`config.mk`:
```
export PLATFORM = sky130hd
export DESIGN_NAME = afesc_top
export DESIGN_NICKNAME = d
export VERILOG_FILES = /design/src/pkg/afesc_pkg.sv /design/src/pkg/afesc_ctl_if.sv /design/src/core/afesc_seq.sv /design/src/core/afesc_top.sv
export SDC_FILE = /design/constraint.sdc
export NUM_CORES = 1
export LEC_CHECK = 0
export ABC_AREA = 1
export ABC_CLOCK_PERIOD_IN_PS = 2300
export BUFFER_PORTS_ARGS = -buffer_cell sky130_fd_sc_hd__buf_2
export CORE_MARGIN = 1
export CORE_UTILIZATION = 30
export CTS_BUF_LIST = sky130_fd_sc_hd__clkbuf_8
export DETAILED_ROUTE_END_ITERATION = 10
export SYNTH_ARGS = -nofsm -noshare
export SYNTH_HDL_FRONTEND = slang
export SYNTH_SLANG_ARGS = --single-unit
```
`constraint.sdc`:
```
create_clock -name i_clk_sys -period 2.3 [get_ports i_clk_sys]
set_input_delay 0.46 -clock i_clk_sys [delete_from_list [all_inputs] [get_ports i_clk_sys]]
set_output_delay 0.46 -clock i_clk_sys [all_outputs]
set_load 0.005 [all_outputs]
```
`src/pkg/afesc_pkg.sv`:
```
// Purpose: shared constants and types of the sampling channel control
// Assumes: 4-bit register index, 8-bit register data
// Notes: register offsets are word indices on the plain register port
package afesc_pkg;
  localparam int AW = 4;
  localparam int DW = 8;
  // register indices
  localparam logic [3:0] A_CTRL = 4'h0;
  localparam logic [3:0] A_TIME = 4'h1;
  localparam logic [3:0] A_CLMP = 4'h2;
  localparam logic [3:0] A_STAT = 4'h3;
  localparam logic [3:0] A_OFS0 = 4'h4;
  localparam logic [3:0] A_GAIN0 = 4'h7;
  localparam logic [3:0] A_BUS = 4'ha;
  // ctrl fields
  localparam int F_MODE = 0;
  localparam int F_CDS = 2;
  localparam int F_ICLE = 3;
  localparam int F_FORCE = 4;
  localparam int F_CSRC = 5;
  localparam int F_MODE_SEL = 6;
  // timing fields
  localparam int F_RSP = 0;
  localparam int F_FMT = 2;
  localparam int F_OE = 4;
  // clamp fields
  localparam int F_CLV = 0;
  localparam int F_RNG = 4;
  localparam int F_EXT = 5;
  // reset values
  localparam logic [7:0] RST_CTRL = 8'h04;
  localparam logic [7:0] RST_TIME = 8'h00;
  localparam logic [7:0] RST_CLMP = 8'h00;
  localparam logic [7:0] RST_COEF = 8'h00;
  // cycles after the video sample at position zero
  localparam logic [3:0] RSP_BASE = 4'h1;
  localparam logic [3:0] PIX_MAX = 4'hf;
  typedef enum logic [1:0] {
    MODE_PIXEL = 2'h0,
    MODE_MONO = 2'h1,
    MODE_LINE = 2'h2
  } afesc_mode_t;
  typedef enum logic [1:0] {
    COL_RED = 2'h0,
    COL_GREEN = 2'h1,
    COL_BLUE = 2'h2
  } afesc_colour_t;
  typedef enum logic [1:0] {
    FMT_86 = 2'h0,
    FMT_86B = 2'h1,
    FMT_77 = 2'h2,
    FMT_NIB = 2'h3
  } afesc_fmt_t;
  typedef enum logic [1:0] {
    OS_IDLE = 2'b01,
    OS_SHIFT = 2'b10
  } afesc_os_t;
endpackage

```
`src/pkg/afesc_ctl_if.sv`:
```
// Purpose: link between control top and colour sequencer
// Assumes: single clock domain
// Notes: none
`timescale 1ns/1ps
`default_nettype none
interface afesc_ctl_if;
  import afesc_pkg::*;
  logic advance;
  logic auto_cycle;
  logic forced;
  logic [1:0] mode_sel;
  afesc_colour_t colour;
  modport top (output advance, auto_cycle, forced, mode_sel, input colour);
  modport seq (input advance, auto_cycle, forced, mode_sel, output colour);
endinterface
`default_nettype wire

```
`src/core/afesc_seq.sv`:
```
// Purpose: line-by-line colour sequencer
// Assumes: advance is a one-cycle pulse
// Notes: code 3 of the mode select falls back to red
`timescale 1ns/1ps
`default_nettype none
module afesc_seq (
  input wire logic i_clk_sys,
  input wire logic i_rst_n,
  afesc_ctl_if.seq ctl
);
  import afesc_pkg::*;
  afesc_colour_t colour_reg;
  afesc_colour_t colour_next;
  afesc_colour_t step_col;
  afesc_colour_t forced_col;

  // red, green, blue, red again
  assign step_col = (colour_reg == COL_RED) ? COL_GREEN :
                    (colour_reg == COL_GREEN) ? COL_BLUE : COL_RED;
  assign forced_col = (ctl.mode_sel == 2'h3) ? COL_RED :
                      afesc_colour_t'(ctl.mode_sel);
  assign colour_next = ctl.forced ? forced_col :
                       (ctl.auto_cycle && ctl.advance) ? step_col :
                       colour_reg;
  assign ctl.colour = colour_reg;

  always_ff @(posedge i_clk_sys) begin
    if (!i_rst_n) begin
      colour_reg <= COL_RED;
    end else begin
      colour_reg <= colour_next;
    end
  end
endmodule
`default_nettype wire

```
`src/core/afesc_top.sv`:
```
// Purpose: sampling channel control of a three-channel video front end
// Assumes: all pins synchronous to i_clk_sys, which stands for the
//   master clock
// Notes: registers reached over a plain strobe port
// Function
// capture clamp/cycle pin on clock edge inside each sync strobe
// captured high clamps next reset level; low suppresses clamp
// clamp pulse made internally from clock and sync strobe
// reset sample position sets clamp and reset-sample timing
// in auto-cycle the internal clamp enable bit decides clamping
// each pin pulse in auto-cycle steps red, green, blue, red
// forced mode, cycle source and mode bits also steer colour
// line-by-line mode routes selected input into red channel
// line-by-line mode powers down green and blue channels
// pixel mode samples all three, converts all in one pixel
// mono mode samples one software-selected input and channel
// double sample bit resets to 1; picks reset or pin reference
// non-DOUBLE_SAMPLE_SELECT samples reference pin together with video level
// reference pin driven by 4-bit DAC from clamp level code
// range bit widens clamp DAC range and step
// external reference bit disables the clamp DAC
// each channel has its own 8-bit offset and gain codes
// 14-bit result multiplexed on 8-bit bus in three formats
// strobe is one clock long; sample on first edge after it falls
// auto-cycle colour starts at red after reset
//
// The register offsets and the plain strobed port are this design's own decisions.
`timescale 1ns/1ps
`default_nettype none
module afesc_top (
  input wire logic i_clk_sys,
  input wire logic i_rst_n,
  input wire logic [afesc_pkg::AW-1:0] i_reg_addr,
  input wire logic [afesc_pkg::DW-1:0] i_reg_wdata,
  input wire logic i_reg_wr,
  input wire logic i_reg_rd,
  output logic [afesc_pkg::DW-1:0] o_reg_rdata,
  input wire logic i_pixel_sync_strobe,
  input wire logic i_clamp_or_cycle_pin,
  output logic o_video_sample,
  output logic o_reset_sample,
  output logic o_clamp_pulse,
  output logic o_double_sample_select,
  output logic [2:0] o_input_enable,
  output logic [1:0] o_red_chan_source,
  output logic [2:0] o_chan_power,
  output logic o_adc_start,
  output logic [1:0] o_adc_chan,
  output logic [23:0] o_offset_code,
  output logic [23:0] o_gain_code,
  output logic [3:0] o_clamp_level_code,
  output logic o_clamp_dac_range_select,
  output logic o_clamp_dac_enable,
  input wire logic i_conv_valid,
  input wire logic [13:0] i_conv_result,
  input wire logic [1:0] i_conv_chan,
  input wire logic i_conv_overrange,
  input wire logic [7:0] i_data_bus,
  output logic [7:0] o_data_bus,
  output logic o_data_bus_oe,
  output logic o_data_valid
);
  import afesc_pkg::*;

  function automatic logic [2:0] onehot3(input logic [1:0] c);
    onehot3 = 3'h1 << c;
  endfunction

  function automatic logic [7:0] beat(input logic [1:0] fmt,
                                      input logic [15:0] w,
                                      input logic [1:0] ph);
    logic [7:0] b;
    b = 8'h00;
    unique case (fmt)
      FMT_77: b = ph[0] ? {w[8:2], w[0]} : {w[15:9], w[1]};
      FMT_NIB: b = {w[15 - 4 * ph -: 4], 4'h0};
      default: b = ph[0] ? w[7:0] : w[15:8];
    endcase
    beat = b;
  endfunction

  // coefficient routed into the red channel slot
  function automatic logic [7:0] red_slot(input logic line_mode,
                                          input logic [7:0] own,
                                          input logic [7:0] sel);
    red_slot = line_mode ? sel : own;
  endfunction

  // registers
  logic [7:0] ctrl_reg;
  logic [7:0] time_reg;
  logic [7:0] clmp_reg;
  logic [7:0] ofs_reg [3];
  logic [7:0] gain_reg [3];
  logic [7:0] rdata_reg;
  logic [7:0] rdata_next;

  // sampling state
  logic strobe_reg;
  logic pin_reg;
  logic cap_reg;
  logic armed_reg;
  logic [3:0] pix_reg;
  logic [1:0] conv_left_reg;
  logic [1:0] conv_idx_reg;
  logic vs_reg;
  logic rs_reg;
  logic clamp_reg;
  logic adc_reg;
  logic [1:0] adc_chan_reg;

  // output serializer
  afesc_os_t os_reg;
  logic [15:0] word_reg;
  logic [1:0] ph_reg;
  logic [7:0] dout_reg;
  logic dval_reg;

  afesc_ctl_if ctl ();

  afesc_seq u_seq (
    .i_clk_sys(i_clk_sys),
    .i_rst_n(i_rst_n),
    .ctl(ctl)
  );

  // decoded controls
  wire [1:0] mode = ctrl_reg[F_MODE +: 2];
  wire is_pixel = (mode == MODE_PIXEL);
  wire is_mono = (mode == MODE_MONO);
  wire is_line = (mode == MODE_LINE);
  wire double_sample_select = ctrl_reg[F_CDS];
  wire int_clamp = ctrl_reg[F_ICLE];
  wire forced = ctrl_reg[F_FORCE];
  wire cyc_src = ctrl_reg[F_CSRC];
  wire [1:0] rsp = time_reg[F_RSP +: 2];
  wire [1:0] fmt = time_reg[F_FMT +: 2];
  wire [1:0] colour = ctl.colour;

  // pin acts as cycle input only in line mode with pin stepping
  wire auto_cycle = is_line && cyc_src && !forced;
  wire pin_rise = i_clamp_or_cycle_pin && !pin_reg;
  // sample taken on first edge after the strobe falls
  wire sample_now = strobe_reg && !i_pixel_sync_strobe;
  // reset level sample point within the pixel
  wire [3:0] rs_pos = RSP_BASE + {2'h0, rsp};
  wire rs_now = (pix_reg == rs_pos);
  wire clamp_src = auto_cycle ? int_clamp : cap_reg;
  wire [1:0] first_chan = is_pixel ? COL_RED :
                          is_line ? COL_RED : colour;

  assign ctl.advance = pin_rise;
  assign ctl.auto_cycle = auto_cycle;
  assign ctl.forced = forced;
  assign ctl.mode_sel = ctrl_reg[F_MODE_SEL +: 2];

  // register access decode
  wire wr_ctrl = i_reg_wr && (i_reg_addr == A_CTRL);
  wire wr_time = i_reg_wr && (i_reg_addr == A_TIME);
  wire wr_clmp = i_reg_wr && (i_reg_addr == A_CLMP);
  wire is_ofs = (i_reg_addr >= A_OFS0) && (i_reg_addr < A_GAIN0);
  wire is_gain = (i_reg_addr >= A_GAIN0) && (i_reg_addr < A_BUS);
  wire [1:0] ofs_idx = 2'(i_reg_addr - A_OFS0);
  wire [1:0] gain_idx = 2'(i_reg_addr - A_GAIN0);
  wire [7:0] stat_word = {4'h0, cap_reg, armed_reg, colour};

  always_comb begin
    rdata_next = 8'h00;
    if (i_reg_rd) begin
      if (i_reg_addr == A_CTRL) begin
        rdata_next = ctrl_reg;
      end else if (i_reg_addr == A_TIME) begin
        rdata_next = time_reg;
      end else if (i_reg_addr == A_CLMP) begin
        rdata_next = clmp_reg;
      end else if (i_reg_addr == A_STAT) begin
        rdata_next = stat_word;
      end else if (is_ofs) begin
        rdata_next = ofs_reg[ofs_idx];
      end else if (is_gain) begin
        rdata_next = gain_reg[gain_idx];
      end else if (i_reg_addr == A_BUS) begin
        rdata_next = i_data_bus;
      end
    end
  end

  always_ff @(posedge i_clk_sys) begin
    if (!i_rst_n) begin
      ctrl_reg <= RST_CTRL;
      time_reg <= RST_TIME;
      clmp_reg <= RST_CLMP;
      rdata_reg <= 8'h00;
    end else begin
      rdata_reg <= rdata_next;
      if (wr_ctrl) begin
        ctrl_reg <= i_reg_wdata;
      end
      if (wr_time) begin
        time_reg <= i_reg_wdata;
      end
      if (wr_clmp) begin
        clmp_reg <= i_reg_wdata;
      end
    end
  end

  // per-channel coefficient stores
  always_ff @(posedge i_clk_sys) begin
    if (!i_rst_n) begin
      for (int i = 0; i < 3; i++) begin
        ofs_reg[i] <= RST_COEF;
        gain_reg[i] <= RST_COEF;
      end
    end else begin
      if (i_reg_wr && is_ofs) begin
        ofs_reg[ofs_idx] <= i_reg_wdata;
      end
      if (i_reg_wr && is_gain) begin
        gain_reg[gain_idx] <= i_reg_wdata;
      end
    end
  end

  // clamp pin capture and clamp arming
  always_ff @(posedge i_clk_sys) begin
    if (!i_rst_n) begin
      strobe_reg <= 1'b0;
      pin_reg <= 1'b0;
      cap_reg <= 1'b0;
      armed_reg <= 1'b0;
    end else begin
      strobe_reg <= i_pixel_sync_strobe;
      pin_reg <= i_clamp_or_cycle_pin;
      if (i_pixel_sync_strobe) begin
        cap_reg <= i_clamp_or_cycle_pin;
      end
      if (sample_now) begin
        armed_reg <= clamp_src;
      end
    end
  end

  // pixel timing: reset sample, clamp and video sample pulses
  always_ff @(posedge i_clk_sys) begin
    if (!i_rst_n) begin
      pix_reg <= PIX_MAX;
      vs_reg <= 1'b0;
      rs_reg <= 1'b0;
      clamp_reg <= 1'b0;
    end else begin
      if (sample_now) begin
        pix_reg <= 4'h0;
      end else if (pix_reg != PIX_MAX) begin
        pix_reg <= pix_reg + 4'h1;
      end
      vs_reg <= sample_now;
      rs_reg <= double_sample_select ? rs_now : sample_now;
      clamp_reg <= rs_now && armed_reg;
    end
  end

  // converter sequencing within the pixel
  always_ff @(posedge i_clk_sys) begin
    if (!i_rst_n) begin
      conv_left_reg <= 2'h0;
      conv_idx_reg <= 2'h0;
      adc_reg <= 1'b0;
      adc_chan_reg <= 2'h0;
    end else begin
      adc_reg <= 1'b0;
      if (sample_now) begin
        conv_left_reg <= is_pixel ? 2'h3 : 2'h1;
        conv_idx_reg <= first_chan;
      end else if (conv_left_reg != 2'h0) begin
        adc_reg <= 1'b1;
        adc_chan_reg <= conv_idx_reg;
        conv_idx_reg <= conv_idx_reg + 2'h1;
        conv_left_reg <= conv_left_reg - 2'h1;
      end
    end
  end

  // result multiplexing onto the data bus
  wire cc_flag = (i_conv_chan == COL_GREEN);
  wire [1:0] last_ph = (fmt == FMT_NIB) ? 2'h3 : 2'h1;

  always_ff @(posedge i_clk_sys) begin
    if (!i_rst_n) begin
      os_reg <= OS_IDLE;
      word_reg <= 16'h0000;
      ph_reg <= 2'h0;
      dout_reg <= 8'h00;
      dval_reg <= 1'b0;
    end else begin
      dval_reg <= 1'b0;
      unique case (os_reg)
        OS_IDLE: begin
          if (i_conv_valid) begin
            word_reg <= {i_conv_result, cc_flag, i_conv_overrange};
            ph_reg <= 2'h0;
            os_reg <= OS_SHIFT;
          end
        end
        OS_SHIFT: begin
          dout_reg <= beat(fmt, word_reg, ph_reg);
          dval_reg <= 1'b1;
          ph_reg <= ph_reg + 2'h1;
          if (ph_reg == last_ph) begin
            os_reg <= OS_IDLE;
          end
        end
        default: begin
          os_reg <= OS_IDLE;
        end
      endcase
    end
  end

  // outputs
  assign o_reg_rdata = rdata_reg;
  assign o_video_sample = vs_reg;
  assign o_reset_sample = rs_reg;
  assign o_clamp_pulse = clamp_reg;
  assign o_double_sample_select = double_sample_select;
  assign o_input_enable = is_pixel ? 3'h7 : onehot3(colour);
  assign o_red_chan_source = is_line ? colour : COL_RED;
  assign o_chan_power = is_pixel ? 3'h7 :
                        is_line ? 3'h1 : onehot3(colour);
  assign o_adc_start = adc_reg;
  assign o_adc_chan = adc_chan_reg;
  // red channel coefficients follow the colour in line mode
  assign o_offset_code = {ofs_reg[2], ofs_reg[1],
                          red_slot(is_line, ofs_reg[0], ofs_reg[colour])};
  assign o_gain_code = {gain_reg[2], gain_reg[1],
                        red_slot(is_line, gain_reg[0], gain_reg[colour])};
  assign o_clamp_level_code = clmp_reg[F_CLV +: 4];
  assign o_clamp_dac_range_select = clmp_reg[F_RNG];
  assign o_clamp_dac_enable = !clmp_reg[F_EXT];
  assign o_data_bus = dout_reg;
  assign o_data_bus_oe = time_reg[F_OE];
  assign o_data_valid = dval_reg;
endmodule
`default_nettype wire

```
* Word level (Yosys, flattened, before mapping)
Memories as Yosys holds them, arrays and structs flattened. A register that Yosys moved wholly into a read port is not among the register bits.
Index checks and enable logic that the tools add are counted.
** Storage, ports and cells
- Register bits :: 81
- RAM bits :: 48
- Input bits :: 44
- Word-level logic and storage cells :: 147
- Memories kept :: 2
** Cells by class
- Add/sub/neg operators :: 8
- $lt $le $gt $ge :: 4
- Eq/ne operators :: 17
- Shifts and indexed selects :: 2
- Muxes and demuxes :: 57
- Bitwise operators :: 2
- Reductions and logical operators :: 33
** Memory list
- gain_reg :: depth 3, width 8, rd ports 5, clocked after memory_dff 1, wr ports 3, line afesc_top.sv:94 : logic [7:0] gain_reg [3];
- ofs_reg :: depth 3, width 8, rd ports 5, clocked after memory_dff 1, wr ports 3, line afesc_top.sv:93 : logic [7:0] ofs_reg [3];
** Operator list (number)
- $mux W8 :: 13
- $mux W2 :: 23
- $shiftx A19 B33 Y4 :: 1
- $pmux W8 S2 :: 1
- $reduce_or A8 Y1 :: 2
- $logic_and A1 B1 Y1 :: 13
- $mux W1 :: 13
- $eq A2 B2 Y1 const B :: 5
- $reduce_and A2 Y1 :: 5
- $reduce_bool A2 Y1 :: 5
- $mux W3 :: 3
- $eq A4 B2 Y1 const B :: 2
- $ge A4 B3 Y1 const B :: 2
- $mux W4 :: 2
- $pmux W2 S2 :: 2
- $eq A2 B1 Y1 const B :: 3
- $sub A4 B4 Y5 const A :: 1
- $add A2 B1 Y2 const B :: 2
- $add A4 B1 Y4 const B :: 1
- $eq A4 B1 Y1 const B :: 1
- $eq A4 B3 Y1 :: 1
- $eq A4 B4 Y1 const B :: 1
- $logic_not A1 Y1 :: 4
- $logic_not A2 Y1 :: 2
- 12 further kinds :: 15

* Depth between registers and ports, before layout
Gate-level depths: netlist (run 1).
- Depth after elaboration :: 8
- Gate-level depth with buffers :: 14
- Mapped depth without buffers :: 11

* By module
From an unflattened synthesis (run 1), not the netlist that was laid out.
** Unflattened totals
- Cell total of the unflattened synthesis :: 912
- Area, all modules :: 7170.6 sq um
** By module, submodules not included
- afesc_top :: instances 1, cells an instance 888, area an instance 7039.3 sq um, seq. area each 3503.4 sq um
- afesc_seq :: instances 1, cells an instance 24, area an instance 131.4 sq um, seq. area each 40.0 sq um

* Least setup slack after synthesis (run 1)
Ideal clock, no wire load.
- Kind :: in2reg
- From :: input i_reg_addr[0] in the netlist's numbering
- To :: memory gain_reg[3][0], enable pin
- Library setup time :: 0.385 ns
- Arrival :: 1.777 ns
- Required time :: 1.915 ns
- Setup slack :: 0.137 ns
- Cell stages on the path :: 5
- Path buffers :: 0
- Cell sequence :: ha_1 > nand3_1 > nand2_1 > inv_1 > nor3b_1
** RTL lines
- from (decl) :: line afesc_top.sv:33 : input wire logic [afesc_pkg::AW-1:0] i_reg_addr,
- to (decl) :: line afesc_top.sv:94

==> results of run 1 <==
placed cells by master, fill, tap and decap left out, types with 5 or more instances in the layout:
master    count
buf_4        27
nand2_1     175
nor2_1      107
mux2i_1      12
edfxtp_1     64
o21ai_0     145
conb_1        8
inv_1       104
o211ai_1      8
buf_2       130
ha_1          9
inv_6         5
a21oi_1      68
nand4_1       9
dfxtp_1      82
clkbuf_8     17
nand3_1      61
per-stage QoR:
stage / hold WS [ns] / cells / util [%]
2_1_floorplan: 0.422 / 932 / -
3_3_place_gp: 0.437 / 1367 / 35.3
3_5_place_dp: 0.438 / 1367 / 35.3
4_1_cts: 0.175 / 1401 / 37.0
5_1_grt: 0.192 / 1401 / 37.0
6_report: 0.199 / 1401 / 37.0
timing repair:
item | in CTS | in global routing
endpoints found under the hold margin | 0 | 0
buffers inserted | 2 | 0
setup endpoints to repair | 16 | 12
gates resized for setup | 4 | 5
hold buffers | 0 | 0
cell families (layout without fill, tap and decap cells):
kind of cell    Yosys count  count (layout)  synth area share [%]
flops                   147             147                  49.9
fa+ha+maj                 9               9                  1.57
compound gates          240             240                  17.5
other cells               1               8                0.0522
simple gates            364             364                  20.9
buf+inv                 152             302                  8.45
mux                      12              12                  1.67
worst max-delay path: cells and delay by family (launching register included):
family	cells	cell delay, ns
mux	1	0.25
buf+inv	2	0.37
flops	1	0.44
compound gates	1	0.10
simple gates	2	0.12
cell usage after synthesis, drive strengths merged, types with 2 or more instances:
master and instances:
mux2i 12, clkinv 2, dfxtp 83, buf 18, nand3 61, o22ai 2
ha 9, inv 108, nand2 176, a31oi 4, edfxtp 64, a41oi 3
a211oi 2, a21oi 68, nor3b 2, clkbuf 24, o211ai 8, nor2 110
o21ai 149, nor3 5, nand4 9
routing by layer:
layer | wire (µm) | vias up | share of wire (%)
met2 | 11100 | 252 | 49
met3 | 1450 | 37 | 6.4
met4 | 561 | 0 | 2.5
met5 | 0 | - | 0
met1 | 9520 | 3134 | 42
li1 | - | 3364 | -
power groups by stage:
stage / combinational [mW] / clock, mW / sequential [mW]
3_5_place_dp: 0.936 / 0 / 3.11
2_1_floorplan: 0.589 / 0 / 3.07
3_3_place_gp: 0.920 / 0 / 3.11
4_1_cts: 0.943 / 1.91 / 3.05
5_1_grt: 1.07 / 2.01 / 3.07
6_report: 0.943 / 1.87 / 3.05
cell type report:
cell class                 instances  area, µm²
clock buffer                      17        234
clock inverter                    15        119
fill                            2495      14800
inverter                         110        417
multi-input combinational        633       3030
sequential                       147       3580
tap                              319        399
timing repair buffer             160        913
final timing paths:
check | start | end | slack, ns | cells after the start
worst max-delay path | register | o_offset_code[0] | 0.12 | 6
worst min-delay path | i_pixel_sync_strobe | strobe_reg | 0.20 | 3
worst max register to register | time_reg[3] | o_data_bus[1] | 0.58 | 6
worst min register to register | conv_left_reg[0] | conv_left_reg[0] | 0.45 | 1
==> results by group, run 1 <==
Run status
  • Run status: completed

STA
  • Slew @ Worst Pin: 0.497 ns
  • Clock Skews: 0.0193 ns
  • Fin. max-slew vios: 0
  • Final setup vio count: 0
  • RSZ-0062 raised after global routing: no
  • Slew margin rel.: 66.7%
  • Min Tclk post-route: 2.18 ns
  • Final hold vios: 0
  • Aggregate negative setup slack: 0 ns
  • Fin crit share: 95.0%
  • Fmax: 0.458 GHz
  • Setup ws final: 0.116 ns

Power and ir drop
  • Power Internal: 4.04 mW
  • Power Density: 675 mW/mm²
  • Logic pwr share: 16.1%
  • Clock power frac: 31.9%
  • Peak supply drop: 362 µV
  • Psw: 1.83 mW
  • Reg power frac: 52.0%
  • Total power: 5.87 mW
  • Leak: 3.74 nW
  • Switching share of power: 31.1%

CTS
  • Num CTS Buffers: 17
  • Clk root buf: clkbuf_8
  • CTS tree: done
  • Max clock buf depth: 2
  • Clk sink count: 147
  • Number of H-tree levels: 4
  • Clock transition at path regs: 0.08 ns
  • Worst-Skew Late Latency: 0.46 ns

Placement
  • Port-buffer cells: 130
  • Routability cong.: 0.875
  • Pre-CTS setup slack: 0.177 ns
  • HPWL after detailed placement: 16900 µm
  • Area after DPL: 0.00829 mm²

GRT
  • GR Util met3: 3.85%
  • Vias in the first global route: 6376
  • Met2 global-route usage: 32.3%
  • Largest net degree at the start of global routing: 72
  • GR Layer Usage met1: 22.3%
  • Total grt overflow: 0
  • Total Routing Usage GR: 18.6%
  • First-pass GRT wire length: 34100 µm
  • Initial antenna violation count: 0
  • Gr busiest metal: met2

Synthesis
  • YS warnings: 0
  • EDFF count, synth: 64
  • Mapped Area: 0.00719 mm²
  • Synth area leader: edfxtp_1
  • Yosys reg bits: 147
  • Post-synth top flop: dfxtp_1
  • Syn avg cell area: 7.77 µm²
  • Yosys cell types: 35
  • Sequential fraction of the synthesis area: 49.9%
  • Post-synth top area share: 26.7%
  • Async SR Flop Fraction: 0%
  • Top cells by area, synth: edfxtp_1 (27%), dfxtp_1 (23%), o21ai_0 (10%)
  • Synthesized instance count: 925

Floorplanning
  • Die Area: 0.0246 mm²
  • Core Box Area: 0.0235 mm²
  • Starting Density: 30.6%
  • IO Pins: 131
  • Die Wd: 157 µm
  • Die H: 157 µm
  • # rows: 56

Setup path
  • Worst Path Max Fanout: 33
  • Worst path cell trace: buf_12, mux2i_1, o21ai_0, nand2_1, nand2_1, buf_2
  • Max incr delay on CP: 0.44 ns
  • Startpoint type of the worst setup path: register
  • Crit-path most repeated cell: nand2_1
  • Nature of the critical path endpoint: output pin
  • WS Path Type: reg2out
  • Crit-path slowest cell: dfxtp_1
  • Required time of the critical path: 1.84 ns
  • Arrival @ worst endpoint: 1.72 ns

Job
  • Max Cap Viol: 0

Route
  • First-pass DRT Iterations: 5
  • DRC errors left: 0
  • Iteration-0 DRC Markers: 537
  • Post-DRT Antenna Nets: 0
  • DR vias/cell: 4.84
  • Final WL: 22700 µm
  • Routed WL per cell: 16.2 µm
  • Routed via count: 6787

Final layout
  • Diode count: 0
  • Area grow syn2layout: 21.0%
  • Layout Nets: 1122
  • Share of layout cells above drive strength 1: 18.8%
  • Final Instance Area: 0.00870 mm²

Worst hold path
  • Tightest Hold Check Type: in2reg
Note: power is estimated with default switching activity, not from simulation.
==> run 2, diff against run 1 <==
--- a/config.mk
+++ b/config.mk
@@ -5,7 +5,6 @@
 export SDC_FILE = /design/constraint.sdc
 export NUM_CORES = 1
 export LEC_CHECK = 0
-export ABC_AREA = 1
 export ABC_CLOCK_PERIOD_IN_PS = 2300
 export BUFFER_PORTS_ARGS = -buffer_cell sky130_fd_sc_hd__buf_2
 export CORE_MARGIN = 1
==> run 2 against run 1 <==
  * Clock skew fell by 0.0019 ns
  * Synthesized area rose by 3.5%
  * Highest routed layer unchanged
  * Synthesized cell count down 16%
  * Non-clock buffer count is 9 higher
  * Largest cell class unchanged
  * Via count decreased by 6.2%
  * Flip-flop and latch count stayed put
  * Total power rose by 2.5%
  * Maximum frequency down 2.2%
  * Sequential share of layout area decreased by 1.2 points
  * Cell count is 11% lower
  * Routed wire length grew 2.6%
  * Hold slack better by 0.026 ns
==> results by group, run 2 <==
Run status
  • Run status: completed

STA
  • Fin crit share: 97.1%
  • Min Tclk post-route: 2.23 ns
  • RSZ-0062 raised after global routing: yes
  • Slew margin rel.: 52.5%
  • Clock Skews: 0.0174 ns
  • Aggregate negative setup slack: 0 ns
  • Fin. max-slew vios: 0
  • Final hold vios: 0
  • Final setup vio count: 0
  • Fmax: 0.448 GHz
  • WHS: 0.225 ns
  • Slew @ Worst Pin: 0.710 ns

Final layout
  • Area grow syn2layout: 20.4%
  • Share of layout cells above drive strength 1: 26.9%
  • Commonest non-fill, non-tap cell in the layout: buf_2
  • Most frequent cells in the layout: buf_2 (130), nand2_1 (127), dfxtp_1 (82)
  • Layout Nets: 956
  • Non-Filler Instances: 1241

Synthesis
  • YS warnings: 0
  • Syn avg cell area: 9.58 µm²
  • EDFF count, synth: 64
  • Yosys cell types: 54
  • Post-synth top area share: 25.8%
  • Yosys reg bits: 147
  • Top cells by area, synth: edfxtp_1 (26%), dfxtp_1 (22%), nand2_1 (6.4%)
  • Synthesized instance count: 776
  • Sequential fraction of the synthesis area: 48.2%
  • Async SR Flop Fraction: 0%
  • Synth top cells by count: nand2_1 (127), dfxtp_1 (83), a21oi_1 (77), edfxtp_1 (64), and3_1 (55)
  • Mapped Area: 0.00744 mm²
  • Post-synth top flop: dfxtp_1
  • Most numerous cell in the Yosys netlist: nand2_1
  • Synth area leader: edfxtp_1

Power and ir drop
  • Peak supply drop: 279 µV
  • Psw: 1.78 mW
  • Total power: 6.01 mW
  • Power Internal: 4.23 mW
  • Logic pwr share: 16.1%
  • Clock power frac: 33.2%
  • Leak: 3.55 nW
  • Reg power frac: 50.7%
  • Power Density: 671 mW/mm²
  • Switching share of power: 29.7%

Floorplanning
  • IO Pins: 131
  • Core Box Area: 0.0243 mm²
  • Die H: 159 µm
  • Starting Density: 30.6%
  • # rows: 57
  • Die Area: 0.0254 mm²
  • Die Wd: 159 µm

Worst hold path
  • Hold path depth: 3
  • Tightest Hold Check Type: in2reg

CTS
  • Clock transition at path regs: 0.10 ns
  • Max clock buf depth: 2
  • CTS tree: done
  • Num CTS Buffers: 17
  • Post-CTS Hold Fix Bufs: 0
  • Clk sink count: 147
  • Worst-Skew Late Latency: 0.46 ns
  • Number of H-tree levels: 4
  • Clk root buf: clkbuf_8
  • Post CTS Setup Buffer Count: 0

GRT
  • Initial antenna violation count: 1
  • Total grt overflow: 0
  • Largest net degree at the start of global routing: 27
  • First-pass GRT wire length: 35000 µm
  • Vias in the first global route: 5898
  • Total Routing Usage GR: 18.1%

Setup path
  • Worst Path Max Fanout: 15
  • Required time of the critical path: 1.84 ns
  • R2R depth: 5
  • Arrival @ worst endpoint: 1.77 ns
  • Startpoint type of the worst setup path: register
  • WS Path Type: reg2out
  • Nature of the critical path endpoint: output pin

Job
  • Max Cap Viol: 0

Route
  • Routed via count: 6365
  • DRC errors left: 0
  • First-pass DRT Iterations: 5
  • Routed WL per cell: 18.7 µm
  • DR vias/cell: 5.13
  • Post-DRT Antenna Nets: 0
  • Iteration-0 DRC Markers: 551
  • Final WL: 23300 µm

Placement
  • Cell count after placement: 1206
  • HPWL after detailed placement: 16700 µm
  • Routability cong.: 0.879
  • Port-buffer cells: 130
## run 2: metrics by stage
| step | utilization (%) | cell area, µm² | setup WS (ns) |
|---|---|---|---|
| finish | 36.8 | 8960 | 0.0674 |
| global route | 36.8 | 8950 | -0.00356 |
| CTS | 36.6 | 8890 | 0.0126 |
| detailed placement | 34.9 | 8480 | 0.0679 |
| global placement | 34.9 | 8480 | 0.111 |
| floorplan | - | 7460 | 0.0289 |
## run 2: power by group through the flow
| stage | combinational, mW | clock (mW) | sequential [mW] |
|---|---|---|---|
| floorplan | 0.645 | 0 | 3.05 |
| global placement | 0.937 | 0 | 3.11 |
| detailed placement | 0.958 | 0 | 3.11 |
| CTS | 0.966 | 2.05 | 3.05 |
| global route | 1.08 | 2.15 | 3.07 |
| finish | 0.967 | 2.00 | 3.05 |
## run 2: timing repair
item,4_1_cts,5_1_grt
pin swaps,0,0
endpoints found under the setup margin,7,10
endpoints found under the hold margin,0,0
cloned,1,1
gates resized for setup,2,8
## run 2: per-layer routing
metal  track usage, %  vias to the layer above  wire length, µm
met5                0                        -                0
met4             5.16                        0              273
met3             4.58                       21             1700
met2             28.5                      258            10800
met1             24.6                     3043            10500
li1                 -                     3043                -
## run 2: layout make-up
cell class,instances,area (µm²)
repair buffers,169,1020
multi-input cells,557,3520
clock inverters,15,144
inverters,11,41.3
fillers,2455,15400
clock buffers,17,234
well taps,324,405
flip-flops and latches,147,3590
diodes,1,2.50
## run 2: critical path, stage by stage (launching register included)
cell     delay (ns)
dfxtp_1        0.33
nor2b_2        0.18
and2_1         0.14
buf_4          0.25
a22oi_1        0.10
o21ai_1        0.16
buf_2          0.16
## run 2: cells by family (layout without fill, tap and decap cells)
| logic type | count (synthesis) | in the layout | synth area share (%) |
|---|---|---|---|
| fa+ha+maj | 9 | 9 | 1.51 |
| flops | 147 | 147 | 48.2 |
| other cells | 1 | 9 | 0.0504 |
| buf+inv | 79 | 212 | 5.33 |
| simple gates | 294 | 294 | 19.5 |
| compound gates | 198 | 198 | 15.9 |
| mux | 41 | 41 | 8.66 |
| xor+xnor | 7 | 7 | 0.824 |
## run 2: worst paths after layout
kind,start,end,slack [ns]
max,ctrl_reg[1],o_offset_code[2],0.07
min,i_conv_result[5],word_reg[7],0.23
max reg2reg,ph_reg[0],o_data_bus[6],0.61
min reg2reg,clmp_reg[6],clmp_reg[6],0.46
